<file path="src/rff_pkg.sv">
package rff_pkg;
    // register port
    localparam int ADDR_W = 8;
    localparam int DATA_W = 40;
    localparam int BYTE_W = 8;
    localparam logic [7:0] ADDR_FILL = 8'h17;
    localparam logic [7:0] ADDR_VARLEN = 8'h1c;
    localparam logic [7:0] ADDR_OPTION = 8'h1d;
    localparam logic [7:0] ADDR_SETTLE = 8'h1e;
    localparam logic [7:0] ADDR_IRQ_STATUS = 8'h20;
    localparam logic [7:0] ADDR_IRQ_MASK = 8'h21;

    // queue fill flags layout
    localparam int FILL_RX_EMPTY = 0;
    localparam int FILL_RX_FULL = 1;
    localparam int FILL_TX_EMPTY = 4;
    localparam int FILL_TX_FULL = 5;
    localparam int FILL_REUSED = 6;
    localparam logic [7:0] FILL_RESERVED = 8'h8c;
    localparam logic [7:0] FILL_RESET = 8'h11;

    // per-pipe variable length enables
    localparam int PIPE_COUNT = 6;
    localparam logic [7:0] VARLEN_RESERVED = 8'hc0;
    localparam logic [5:0] VARLEN_RESET = 6'h00;

    // protocol option enables
    localparam int OPT_W = 3;
    localparam int OPT_NOACK = 0;
    localparam int OPT_ACK_PAY = 1;
    localparam int OPT_GLOBAL_VL = 2;
    localparam logic [7:0] OPT_RESERVED = 8'hf8;
    localparam logic [2:0] OPT_RESET = 3'h0;

    // radio settle timers, five byte lanes
    localparam int SETTLE_LANES = 5;
    localparam logic [39:0] SETTLE_RESET = 40'h00_1080_3228;
    localparam int RX_SETUP_LSB = 0;

    // one timer step and its length in core clock cycles
    localparam int CLK_PERIOD_NS = 5;
    localparam int STEP_NS = 1000;
    localparam logic [15:0] CYCLES_PER_STEP = 16'(STEP_NS / CLK_PERIOD_NS);
    localparam int CYC_W = 16;

    // interrupt sources
    localparam int IRQ_W = 4;
    localparam int IRQ_TX_FULL = 0;
    localparam int IRQ_RX_ARRIVE = 1;
    localparam int IRQ_NOACK_REJECT = 2;
    localparam int IRQ_TX_DRAINED = 3;
    localparam logic [3:0] IRQ_MASK_RESET = 4'h0;
    localparam logic [3:0] IRQ_STATUS_RESET = 4'h0;
endpackage : rff_pkg

</file>
<file path="src/rff_settle_if.sv">
`timescale 1ns/1ps
`default_nettype none
interface rff_settle_if;
    logic wr;
    logic [39:0] wdata;
    logic [39:0] value;
    modport bank (input wr, input wdata, output value);
    modport ctrl (output wr, output wdata, input value);
endinterface : rff_settle_if
`default_nettype wire

</file>
<file path="src/rff_settle_bank.sv">
`timescale 1ns/1ps
`default_nettype none
module rff_settle_bank (
    // clock and reset
    input wire logic i_clk,
    input wire logic i_rst_b,
    // register side
    rff_settle_if.bank bus
);
    import rff_pkg::*;

    logic [BYTE_W-1:0] lane [SETTLE_LANES];

    // each lane keeps its own reset value, all lanes load together
    for (genvar g = 0; g < SETTLE_LANES; g++) begin : g_lane
        always_ff @(posedge i_clk) begin
            if (!i_rst_b) begin
                lane[g] <= SETTLE_RESET[g*BYTE_W +: BYTE_W]; // RULE8
            end else if (bus.wr) begin
                lane[g] <= bus.wdata[g*BYTE_W +: BYTE_W];
            end
        end
        assign bus.value[g*BYTE_W +: BYTE_W] = lane[g];
    end
endmodule : rff_settle_bank
`default_nettype wire

</file>
<file path="src/rff_regs.sv">
// Functional notes
// (RULE1) tx queue full at bit 5, empty at bit 4; reset shows 0 and 1.
// (RULE2) rx queue full at bit 1, empty at bit 0; reset shows 0 and 1.
// (RULE3) reserved bits written 1 restore defaults; written 0 keep the value.
// (RULE4) six per-pipe variable length enables, reset 0, gated by the global enable.
// (RULE5) global variable length enable at option bit 2, reset 0.
// (RULE6) option bit 1 lets acknowledgements carry a payload, reset 0.
// (RULE7) no-acknowledge payload command accepted only while option bit 0 is set.
// (RULE8) lowest settle byte is standby-to-receive delay in 1 us steps, reset 8'h28.
// (RULE9) read-only payload reuse flag at fill flags bit 6, reset 0.
`timescale 1ns/1ps
`default_nettype none
module rff_regs (
    // clock and reset
    input wire logic I_CORE_CLK,
    input wire logic I_RST_B,
    // register port
    input wire logic [rff_pkg::ADDR_W-1:0] I_ADDR,
    input wire logic [rff_pkg::DATA_W-1:0] I_WDATA,
    input wire logic I_WR,
    input wire logic I_RD,
    output logic [rff_pkg::DATA_W-1:0] O_RDATA,
    // queue state from the packet engine
    input wire logic I_TX_FULL,
    input wire logic I_TX_EMPTY,
    input wire logic I_RX_FULL,
    input wire logic I_RX_EMPTY,
    input wire logic I_TX_PAYLOAD_REUSED,
    output logic O_QUEUE_RESTORE,
    // no-acknowledge command gate
    input wire logic I_NOACK_CMD,
    output logic O_NOACK_ACCEPT,
    output logic O_NOACK_REJECT,
    // settings to the packet engine
    output logic [rff_pkg::PIPE_COUNT-1:0] O_VAR_LEN_PIPE,
    output logic O_GLOBAL_VAR_LEN_ENABLE,
    output logic O_ACK_PAYLOAD_ENABLE,
    output logic O_NOACK_COMMAND_ENABLE,
    output logic [rff_pkg::DATA_W-1:0] O_SETTLE_TIMERS,
    output logic [rff_pkg::CYC_W-1:0] O_RX_SETUP_CYCLES,
    // interrupt
    output logic O_IRQ
);
    import rff_pkg::*;

    rff_settle_if settle ();

    logic [7:0] fill;
    logic [PIPE_COUNT-1:0] varlen;
    logic [OPT_W-1:0] option;
    logic [IRQ_W-1:0] irq_status;
    logic [IRQ_W-1:0] irq_mask;
    logic [DATA_W-1:0] rdata;
    logic queue_restore;
    logic noack_accept;
    logic noack_reject;
    logic [PIPE_COUNT-1:0] pipe_eff;
    logic [CYC_W-1:0] rx_setup_cycles;

    // address decode
    wire sel_fill = (I_ADDR == ADDR_FILL);
    wire sel_varlen = (I_ADDR == ADDR_VARLEN);
    wire sel_option = (I_ADDR == ADDR_OPTION);
    wire sel_settle = (I_ADDR == ADDR_SETTLE);
    wire sel_status = (I_ADDR == ADDR_IRQ_STATUS);
    wire sel_mask = (I_ADDR == ADDR_IRQ_MASK);

    // a one in any reserved position asks for the register's defaults
    wire fill_restore = |(I_WDATA[7:0] & FILL_RESERVED); // RULE3
    wire varlen_restore = |(I_WDATA[7:0] & VARLEN_RESERVED); // RULE3
    wire option_restore = |(I_WDATA[7:0] & OPT_RESERVED); // RULE3

    wire wr_fill = I_WR && sel_fill;
    wire wr_varlen = I_WR && sel_varlen;
    wire wr_option = I_WR && sel_option;
    wire wr_mask = I_WR && sel_mask;
    wire rd_status = I_RD && sel_status;

    wire [PIPE_COUNT-1:0] next_varlen = varlen_restore ? VARLEN_RESET : I_WDATA[PIPE_COUNT-1:0];
    wire [OPT_W-1:0] next_option = option_restore ? OPT_RESET : I_WDATA[OPT_W-1:0];

    // live view of the queues; sampled so reset shows the documented pattern
    wire [7:0] next_fill = {1'b0, I_TX_PAYLOAD_REUSED, I_TX_FULL, I_TX_EMPTY,
                            2'b00, I_RX_FULL, I_RX_EMPTY};

    // interrupt sources are edges of the sampled flags plus a refused command
    wire [IRQ_W-1:0] irq_event;
    assign irq_event[IRQ_TX_FULL] = next_fill[FILL_TX_FULL] && !fill[FILL_TX_FULL];
    assign irq_event[IRQ_RX_ARRIVE] = !next_fill[FILL_RX_EMPTY] && fill[FILL_RX_EMPTY];
    assign irq_event[IRQ_NOACK_REJECT] = I_NOACK_CMD && !option[OPT_NOACK];
    assign irq_event[IRQ_TX_DRAINED] = next_fill[FILL_TX_EMPTY] && !fill[FILL_TX_EMPTY];

    // set beats the read clear, so an event in the read cycle stays pending
    wire [IRQ_W-1:0] next_irq_status = (irq_status & ~{IRQ_W{rd_status}}) | irq_event;

    // read mux, unmapped addresses answer zero
    wire [DATA_W-1:0] rd_mux =
        sel_fill ? DATA_W'(fill) :
        sel_varlen ? DATA_W'(varlen) :
        sel_option ? DATA_W'(option) :
        sel_settle ? settle.value :
        sel_status ? DATA_W'(irq_status) :
        sel_mask ? DATA_W'(irq_mask) : '0;

    assign pipe_eff = varlen & {PIPE_COUNT{option[OPT_GLOBAL_VL]}}; // RULE4

    assign settle.wr = I_WR && sel_settle; // RULE8
    assign settle.wdata = I_WDATA;

    rff_settle_bank u_settle (
        .i_clk(I_CORE_CLK),
        .i_rst_b(I_RST_B),
        .bus(settle.bank)
    );

    always_ff @(posedge I_CORE_CLK) begin
        if (!I_RST_B) begin
            fill <= FILL_RESET; // RULE1 RULE2 RULE9
        end else begin
            fill <= next_fill; // RULE1 RULE2 RULE9
        end
    end

    always_ff @(posedge I_CORE_CLK) begin
        if (!I_RST_B) begin
            varlen <= VARLEN_RESET;
            option <= OPT_RESET;
        end else begin
            if (wr_varlen) begin
                varlen <= next_varlen; // RULE4
            end
            if (wr_option) begin
                option <= next_option; // RULE5 RULE6 RULE7
            end
        end
    end

    // fill flags are read-only; a reserved one only asks the queues to restore
    always_ff @(posedge I_CORE_CLK) begin
        if (!I_RST_B) begin
            queue_restore <= 1'b0;
        end else begin
            queue_restore <= wr_fill && fill_restore; // RULE3
        end
    end

    always_ff @(posedge I_CORE_CLK) begin
        if (!I_RST_B) begin
            noack_accept <= 1'b0;
            noack_reject <= 1'b0;
        end else begin
            noack_accept <= I_NOACK_CMD && option[OPT_NOACK]; // RULE7
            noack_reject <= I_NOACK_CMD && !option[OPT_NOACK]; // RULE7
        end
    end

    always_ff @(posedge I_CORE_CLK) begin
        if (!I_RST_B) begin
            irq_status <= IRQ_STATUS_RESET;
            irq_mask <= IRQ_MASK_RESET;
        end else begin
            irq_status <= next_irq_status;
            if (wr_mask) begin
                irq_mask <= I_WDATA[IRQ_W-1:0];
            end
        end
    end

    // read data and the rx setup cycle count retimed once so neither shows a decode glitch
    always_ff @(posedge I_CORE_CLK) begin
        if (!I_RST_B) begin
            rdata <= '0;
            rx_setup_cycles <= '0;
        end else begin
            rdata <= I_RD ? rd_mux : '0;
            rx_setup_cycles <= CYC_W'(CYC_W'(settle.value[RX_SETUP_LSB +: BYTE_W]) * CYCLES_PER_STEP); // RULE8
        end
    end

    assign O_RDATA = rdata;
    assign O_QUEUE_RESTORE = queue_restore;
    assign O_NOACK_ACCEPT = noack_accept;
    assign O_NOACK_REJECT = noack_reject;
    assign O_VAR_LEN_PIPE = pipe_eff;
    assign O_GLOBAL_VAR_LEN_ENABLE = option[OPT_GLOBAL_VL]; // RULE5
    assign O_ACK_PAYLOAD_ENABLE = option[OPT_ACK_PAY]; // RULE6
    assign O_NOACK_COMMAND_ENABLE = option[OPT_NOACK]; // RULE7
    assign O_SETTLE_TIMERS = settle.value;
    assign O_RX_SETUP_CYCLES = rx_setup_cycles;
    assign O_IRQ = |(irq_status & irq_mask);

    // checks

    property p_tx_flags;
        @(posedge I_CORE_CLK) disable iff (!I_RST_B)
        (I_RD && sel_fill && $past(I_RST_B)) |=>
            (O_RDATA[FILL_TX_FULL] == $past(I_TX_FULL, 2)) &&
            (O_RDATA[FILL_TX_EMPTY] == $past(I_TX_EMPTY, 2));
    endproperty
    a_tx_flags: assert property (p_tx_flags) else $error("tx fill flags read wrong"); // RULE1

    property p_rx_flags;
        @(posedge I_CORE_CLK) disable iff (!I_RST_B)
        (I_RD && sel_fill && $past(I_RST_B)) |=>
            (O_RDATA[FILL_RX_FULL] == $past(I_RX_FULL, 2)) &&
            (O_RDATA[FILL_RX_EMPTY] == $past(I_RX_EMPTY, 2));
    endproperty
    a_rx_flags: assert property (p_rx_flags) else $error("rx fill flags read wrong"); // RULE2

    property p_fill_reset;
        @(posedge I_CORE_CLK)
        $rose(I_RST_B) |-> (fill == FILL_RESET) ##1 (fill == $past(next_fill));
    endproperty
    a_fill_reset: assert property (p_fill_reset) else $error("fill flags wrong after reset"); // RULE1

    property p_reserved_restore;
        @(posedge I_CORE_CLK) disable iff (!I_RST_B)
        ((wr_varlen && varlen_restore) || (wr_option && option_restore)) |=>
            ($past(wr_varlen) ? (varlen == VARLEN_RESET) : (option == OPT_RESET));
    endproperty
    a_reserved_restore: assert property (p_reserved_restore) else $error("reserved write kept value"); // RULE3

    property p_queue_restore;
        @(posedge I_CORE_CLK) disable iff (!I_RST_B)
        (wr_fill && fill_restore) |=> O_QUEUE_RESTORE ##1 !O_QUEUE_RESTORE || $past(wr_fill);
    endproperty
    a_queue_restore: assert property (p_queue_restore) else $error("restore request missing"); // RULE3

    property p_pipe_gate;
        @(posedge I_CORE_CLK) disable iff (!I_RST_B)
        (wr_varlen && !varlen_restore && !wr_option) |=>
            O_VAR_LEN_PIPE == ($past(I_WDATA[PIPE_COUNT-1:0]) & {PIPE_COUNT{O_GLOBAL_VAR_LEN_ENABLE}});
    endproperty
    a_pipe_gate: assert property (p_pipe_gate) else $error("pipe enable not gated"); // RULE4

    property p_global_enable;
        @(posedge I_CORE_CLK) disable iff (!I_RST_B)
        (wr_option && !option_restore) |=>
            (O_GLOBAL_VAR_LEN_ENABLE == $past(I_WDATA[OPT_GLOBAL_VL])) &&
            (O_VAR_LEN_PIPE == (varlen & {PIPE_COUNT{$past(I_WDATA[OPT_GLOBAL_VL])}}));
    endproperty
    a_global_enable: assert property (p_global_enable) else $error("global enable write lost"); // RULE5

    property p_ack_payload;
        @(posedge I_CORE_CLK) disable iff (!I_RST_B)
        !wr_option |=> $stable(O_ACK_PAYLOAD_ENABLE);
    endproperty
    a_ack_payload: assert property (p_ack_payload) else $error("ack payload enable moved"); // RULE6

    property p_noack_gate;
        @(posedge I_CORE_CLK) disable iff (!I_RST_B)
        I_NOACK_CMD |=> (O_NOACK_ACCEPT == $past(O_NOACK_COMMAND_ENABLE)) &&
            (O_NOACK_REJECT == !$past(O_NOACK_COMMAND_ENABLE)) &&
            (O_NOACK_ACCEPT || irq_status[IRQ_NOACK_REJECT]);
    endproperty
    a_noack_gate: assert property (p_noack_gate) else $error("noack command gate wrong"); // RULE7

    property p_rx_setup;
        @(posedge I_CORE_CLK) disable iff (!I_RST_B)
        (settle.wr && $past(I_RST_B)) |=> (O_SETTLE_TIMERS[BYTE_W-1:0] == $past(I_WDATA[BYTE_W-1:0]))
            ##1 (O_RX_SETUP_CYCLES == CYC_W'($past(I_WDATA[BYTE_W-1:0], 2) * CYCLES_PER_STEP));
    endproperty
    a_rx_setup: assert property (p_rx_setup) else $error("rx setup delay wrong"); // RULE8

    property p_reuse_flag;
        @(posedge I_CORE_CLK) disable iff (!I_RST_B)
        (I_RD && sel_fill && $past(I_RST_B)) |=>
            (O_RDATA[FILL_REUSED] == $past(I_TX_PAYLOAD_REUSED, 2)) && !O_RDATA[7];
    endproperty
    a_reuse_flag: assert property (p_reuse_flag) else $error("reuse flag read wrong"); // RULE9

    property p_irq_sticky;
        @(posedge I_CORE_CLK) disable iff (!I_RST_B)
        (|irq_event) |=> ((irq_status & $past(irq_event)) == $past(irq_event));
    endproperty
    a_irq_sticky: assert property (p_irq_sticky) else $error("interrupt event lost");

    property p_rdata_idle;
        @(posedge I_CORE_CLK) disable iff (!I_RST_B)
        !I_RD |=> (O_RDATA == '0);
    endproperty
    a_rdata_idle: assert property (p_rdata_idle) else $error("read data not zero between reads");

    property p_unmapped_read;
        @(posedge I_CORE_CLK) disable iff (!I_RST_B)
        (I_RD && !(sel_fill || sel_varlen || sel_option || sel_settle || sel_status || sel_mask)) |=>
            (O_RDATA == '0);
    endproperty
    a_unmapped_read: assert property (p_unmapped_read) else $error("unmapped read not zero");

    property p_fill_gaps;
        @(posedge I_CORE_CLK) disable iff (!I_RST_B)
        (I_RD && sel_fill) |=> (O_RDATA[DATA_W-1:FILL_REUSED+1] == '0) &&
            (O_RDATA[FILL_TX_EMPTY-1:FILL_RX_FULL+1] == '0);
    endproperty
    a_fill_gaps: assert property (p_fill_gaps) else $error("reserved fill bits read nonzero"); // RULE3

    property p_varlen_store;
        @(posedge I_CORE_CLK) disable iff (!I_RST_B)
        (wr_varlen && !varlen_restore) |=> (varlen == $past(I_WDATA[PIPE_COUNT-1:0]));
    endproperty
    a_varlen_store: assert property (p_varlen_store) else $error("pipe enables not stored"); // RULE4

    property p_varlen_hold;
        @(posedge I_CORE_CLK) disable iff (!I_RST_B)
        !wr_varlen |=> $stable(varlen);
    endproperty
    a_varlen_hold: assert property (p_varlen_hold) else $error("pipe enables moved"); // RULE4

    property p_option_store;
        @(posedge I_CORE_CLK) disable iff (!I_RST_B)
        (wr_option && !option_restore) |=>
            ({O_GLOBAL_VAR_LEN_ENABLE, O_ACK_PAYLOAD_ENABLE, O_NOACK_COMMAND_ENABLE} == $past(I_WDATA[OPT_W-1:0]));
    endproperty
    a_option_store: assert property (p_option_store) else $error("option bits not stored"); // RULE6

    property p_noack_enable_hold;
        @(posedge I_CORE_CLK) disable iff (!I_RST_B)
        !wr_option |=> $stable(O_NOACK_COMMAND_ENABLE) && $stable(O_GLOBAL_VAR_LEN_ENABLE);
    endproperty
    a_noack_enable_hold: assert property (p_noack_enable_hold) else $error("option enables moved"); // RULE7

    property p_settle_hold;
        @(posedge I_CORE_CLK) disable iff (!I_RST_B)
        !settle.wr |=> $stable(O_SETTLE_TIMERS);
    endproperty
    a_settle_hold: assert property (p_settle_hold) else $error("settle timers moved"); // RULE8

    property p_status_clear;
        @(posedge I_CORE_CLK) disable iff (!I_RST_B)
        rd_status |=> (irq_status == $past(irq_event));
    endproperty
    a_status_clear: assert property (p_status_clear) else $error("status read did not clear");

    property p_noack_single;
        @(posedge I_CORE_CLK) disable iff (!I_RST_B)
        !I_NOACK_CMD |=> !O_NOACK_ACCEPT && !O_NOACK_REJECT;
    endproperty
    a_noack_single: assert property (p_noack_single) else $error("noack answer without command"); // RULE7

    property p_restore_idle;
        @(posedge I_CORE_CLK) disable iff (!I_RST_B)
        !(wr_fill && fill_restore) |=> !O_QUEUE_RESTORE;
    endproperty
    a_restore_idle: assert property (p_restore_idle) else $error("restore request without write"); // RULE3

    property p_reset_defaults;
        @(posedge I_CORE_CLK)
        $rose(I_RST_B) |-> (varlen == VARLEN_RESET) && (option == OPT_RESET) &&
            (O_SETTLE_TIMERS == SETTLE_RESET) && (irq_status == IRQ_STATUS_RESET) && !O_IRQ;
    endproperty
    a_reset_defaults: assert property (p_reset_defaults) else $error("defaults missing after reset"); // RULE4
endmodule : rff_regs
`default_nettype wire

</file>
<file path="config.mk">
export PLATFORM = sky130hd
export DESIGN_NAME = rff_regs
export DESIGN_NICKNAME = d
export VERILOG_FILES = /design/src/rff_pkg.sv /design/src/rff_settle_if.sv /design/src/rff_settle_bank.sv /design/src/rff_regs.sv
export SDC_FILE = /design/constraint.sdc
export NUM_CORES = 1
export LEC_CHECK = 0
export BUFFER_PORTS_ARGS = -buffer_cell sky130_fd_sc_hd__buf_2
export CAP_MARGIN = 20
export CORE_ASPECT_RATIO = 0.7
export CORE_MARGIN = 2
export CORE_UTILIZATION = 45
export DETAILED_ROUTE_END_ITERATION = 12
export HOLD_SLACK_MARGIN = 0.02
export PLACE_DENSITY = 0.73
export SLEW_MARGIN = 0
export SYNTH_ARGS = -nofsm -noshare
export SYNTH_HDL_FRONTEND = slang
export SYNTH_SLANG_ARGS = --single-unit
</file>
<file path="constraint.sdc">
create_clock -name I_CORE_CLK -period 6.9 [get_ports I_CORE_CLK]
set_input_delay 1.38 -clock I_CORE_CLK [delete_from_list [all_inputs] [get_ports I_CORE_CLK]]
set_output_delay 1.38 -clock I_CORE_CLK [all_outputs]
set_load 0.01 [all_outputs]
</file>
### After elaboration in Yosys (flattened, before gate mapping)

Memory sizes are Yosys's and may differ from the RTL's.
Cells that the tools add are included.

| storage, ports and cells | value |
|---|---|
| output and inout port bits | 109 |
| flip-flop bits (word level) | 84 |
| memories kept | 1 |
| word-level logic and storage cells | 72 |
| memory bits (writable) | 40 |

| operators by class | value |
|---|---|
| eq/ne operators | 6 |
| mux-type cells | 17 |
| multipliers | 1 |
| bitwise operators | 12 |
| reductions and logical operators | 22 |

Memories:

| memory | words | bits a word | rd ports | clocked after memory_dff | wr ports | line | RTL |
|---|---|---|---|---|---|---|---|
| u_settle.lane | 5 | 8 | 5 | 0 | 5 | rff_settle_bank.sv:12 | `logic [BYTE_W-1:0] lane [SETTLE_LANES];` |

Operators with widths:

| cell | number |
|---|---|
| $mux W8 | 8 |
| $mux W40 | 1 |
| $eq A8 B5 Y1 const B | 4 |
| $eq A8 B6 Y1 const B | 2 |
| $mul A8 B5 Y13 const B | 1 |
| $logic_and A1 B1 Y1 | 12 |
| $reduce_or A5 Y1 | 2 |
| $and A4 B4 Y4 | 2 |
| $mux W4 | 2 |
| $and A6 B6 Y6 | 1 |
| $mux W6 | 1 |
| $or A1 B1 Y1 | 5 |
| $logic_not A1 Y1 | 4 |
| $mux W1 | 4 |
| $not A4 Y4 | 1 |
| $or A4 B4 Y4 | 1 |
| $reduce_or A4 Y1 | 1 |
| $mux W3 | 1 |
| $reduce_or A3 Y1 | 1 |
| $not A1 Y1 | 2 |
| $reduce_and A2 Y1 | 1 |
| $reduce_or A2 Y1 | 1 |

### Depth between registers and ports, before layout

| logic depth | value |
|---|---|
| depth after elaboration | 7 |
| mapped depth | 11 |

### Cells and area by module

A second synthesis with hierarchy kept.

| unflattened totals | value |
|---|---|
| cells, all modules | 432 |
| area, all modules | 4942.2 µm² |

By module, submodules not included:

| module | cells each | sequential area each (µm²) | area an instance (µm²) | instances |
|---|---|---|---|---|
| rff_regs | 343 | 1561.5 | 3433.3 | 1 |
| rff_settle_bank | 89 | 1201.2 | 1508.9 | 1 |

### Least setup slack after synthesis

No wires, ideal clock.

| path | value |
|---|---|
| kind | in2reg |
| from | input port I_ADDR[5] (netlist name) |
| to | memory u_settle.lane[0][0] (enable) |
| stages on the path | 5 |
| path buffers | 1 |
| path slack | 3.612 ns |
| arrival | 2.890 ns |
| data required time | 6.502 ns |
| path through | nor4_2 > and3_1 > buf_2 > nand2_1 > nand2_1 |

RTL lines:

| element | line | RTL |
|---|---|---|
| from (decl) | rff_regs.sv:18 | `input wire logic [rff_pkg::ADDR_W-1:0] I_ADDR,` |
| to (decl) | rff_settle_bank.sv:12 |  |

==> impl_metrics.toml <==
[status]
status = "finished clean"

[placement]
place.detailed.hpwl_mm = 8.49
buffer_ports.inserted = 163
placed_cells_incl_taps = 732
gp_congestion = 0.890
pre_cts_slack_ps = 2930

[power_and_ir_drop]
vdd_drop_max_uv = 228
power.density_cell_area_nw_per_um2 = 290
cellLeakagePower_nw = 2.95

[critical_path]
timing.critical_path.depth = 5
end_kind = "flop"
worstReg2RegStart = "u_settle.lane[0][3]"
path_buf_inv = 1
cp_data_required_time_ps = 6920
cp_slowest_stage_delay_ps = 840
worst_path_cell_trace = "buf_2, nor4_2, and3_1, nand2_1, nand2_2"
timing_worst_setup_path_type = "in -> reg"
rr_endpoint = "O_RX_SETUP_CYCLES[13]"
reg_to_reg_slack_setup_ps = 3780
timing.critical_path.slowest_stage_cell = "sky130_fd_sc_hd__nor4_2"
cp_max_fo = 40
crit_end = "u_settle.lane[4][7]"
timing.critical_path.from = "I_ADDR[5]"
rr_worst_depth = 9
cp_data_arrival_time_ps = 3570
critPathTopFamily = "simple AND/OR/NAND/NOR gates"
critical_path.startpoint_type = "input pin"

[routing]
remaining_drc_errors = 0
drtPass1Iterations = 4
detail-route-antenna-nets = 0
vias_per_cell = 4.99
route.vias.total = 3809
wl_per_cell_um = 15.4
drt_iter0_drc = 220
routed_wirelength_mm = 11.8

[timing]
final-setup-viol-count = 0
clock.fmax_mhz = 282
finalHoldViolCount = 0
slew_headroom = 0.351
finalMaxSlewViolations = 0
fin_worst_skew_ps = 8.12
timing.setup.tns_ps = 0
layout_min_cycle_time_ps = 3550
setup_slack_ps = 3350
max_slew.worst_pin.slew_ps = 966
rsz_0062_raised_after_global_routing = "false"
portion_of_the_clock_cycle_consumed_by_the_worst_path_in_the_final_layout = 0.514

[die]
die_width_um = 129
fp-row-count = 31
io_pins = 167
height_of_the_chip_um = 91.5
die_footprint_um2 = 11800
coreArea_um2 = 10500
starting_density = 0.468

[final_layout]
area.growth.synth_to_final_pct = 30.4
instances_no_fill = 764
final_layout_size_suffix_gt1_frac = 0.323
final_nets = 692
regArea_um2 = 2760
most_frequent_cells_in_the_layout = "163 x sky130_fd_sc_hd__buf_2, 83 x sky130_fd_sc_hd__and2_1, 78 x sky130_fd_sc_hd__dfxtp_1"
fillCellCount = 847
mostFrequentLayoutCell = "sky130_fd_sc_hd__buf_2"
multi_input_area_um2 = 1980
n_antenna_cell = 0

[grt]
grt_overflow = 0
first_global_vias = 3748
grt_usage = 0.203
grt_first_pass_wirelength_mm = 18.4
grt_antenna_before_repair = 0
grt_max_degree = 51

[synthesis]
yosys_most_used_dff = "sky130_fd_sc_hd__dfxtp_1"
async_set_or_reset_register_ratio_after_synthesis = 0
syn-cell-area_um2 = 4920
synth.distinct_cells = 51
postSynthRegisterBits = 118
postSynthCellCount = 441
synth.yosys.warnings = 0
synth-seq-area-share = 0.562
synth_area_per_cell_um2 = 11.2
synth_edf_count = 40

[clock_tree]
count_of_hold_fix_buffers_inserted_at_cts = 0
ctsResizeCount = 0
post-cts-setup-buffer-count = 0
tritoncts = "done"
clock-sinks = 118
clk_root_buffer_cell = "sky130_fd_sc_hd__clkbuf_16"
worst_skew_pair.late_latency_ps = 400
cts-buffers-inserted = 17
cts-root-to-sink-buffers = 2
clk_pin_slew_worst_paths_ps = 60
ctsHtreeMaxLevel = 4

[hold_path]
hold_crit_class = "reg -> reg"

[flow_run]
cap_violations = 0
## Yosys cell counts (all sizes together), types with 5 or more instances
| cell | n | area share |
|---|---|---|
| a211oi | 5 | 0.0076 |
| a21boi | 5 | 0.0076 |
| a21oi | 8 | 0.0081 |
| and2 | 84 | 0.11 |
| buf | 14 | 0.021 |
| clkbuf | 8 | 0.0066 |
| dfxtp | 78 | 0.32 |
| edfxtp | 40 | 0.24 |
| ha | 28 | 0.071 |
| inv | 13 | 0.0099 |
| mux2i | 9 | 0.018 |
| nand2 | 30 | 0.023 |
| nand2b | 13 | 0.017 |
| nand4 | 6 | 0.0076 |
| nor2 | 19 | 0.014 |
| nor2b | 12 | 0.015 |
| o21ai | 22 | 0.022 |
## sequential cells by signal, summed over array words and instances (netlist names)
signal	count
O_NOACK_ACCEPT	1
O_NOACK_REJECT	1
O_QUEUE_RESTORE	1
O_RDATA	40
O_RX_SETUP_CYCLES	13
fill	5
irq_mask	4
irq_status	4
option	3
u_settle.lane	40
varlen	6
## how the worst min path moves through the flow
| stage | start | endpoint | slack, ps | depth (start not counted) |
|---|---|---|---|---|
| after detailed placement | u_settle.lane[3][5] | O_RDATA[29] | 450 | 1 |
| after floorplan | varlen[2] | varlen[2] | 440 | 2 |
| final | u_settle.lane[3][7] | O_RDATA[31] | 460 | 1 |
| after CTS | u_settle.lane[3][5] | O_RDATA[29] | 470 | 1 |
| after global routing | u_settle.lane[2][3] | O_RDATA[19] | 500 | 1 |
| after global placement | u_settle.lane[4][2] | O_RDATA[34] | 450 | 1 |
## cells by family after synthesis
kind of cell | after synthesis | share of synthesized area
buf+inv | 35 | 0.0376
simple gates | 183 | 0.213
fa+ha+maj | 31 | 0.0834
xor+xnor | 3 | 0.00534
other cells | 1 | 0.000762
mux | 9 | 0.0183
flops | 118 | 0.562
compound gates | 61 | 0.0796
## metrics by stage
step	cell area, µm²	hold WS (ps)	util	power (mW)
2_1_floorplan	4930	444	-	0.885
3_3_place_gp	5790	452	0.551	0.951
3_5_place_dp	5790	454	0.551	0.955
4_1_cts	6420	467	0.611	1.88
5_1_grt	6420	495	0.611	1.93
6_report	6420	464	0.611	1.86
## report_power, final
part | internal, mW | total [mW] | leakage [nW] | switching (mW)
sequential | 0.748 | 0.763 | 1.02 | 0.0152
combinational | 0.0797 | 0.179 | 1.63 | 0.0995
clock | 0.614 | 0.919 | 0.300 | 0.306
total | 1.44 | 1.86 | 2.95 | 0.420
## final cells by class
type,instances,area share
inverters,13,0.00760
multi-input cells,290,0.309
well taps,148,0.0289
repair buffers,163,0.127
clock inverters,12,0.0275
flip-flops and latches,118,0.430
clock buffers,20,0.0696
## routing by layer
| metal | up-vias | global-route usage | routed length [µm] |
|---|---|---|---|
| met4 | 0 | 0.0888 | 231 |
| met1 | 1774 | 0.259 | 5240 |
| li1 | 1834 | - | - |
| met3 | 23 | 0.0548 | 891 |
| met2 | 178 | 0.321 | 5410 |
| met5 | - | 0 | 0 |
Power figures use the tool's default switching activity.
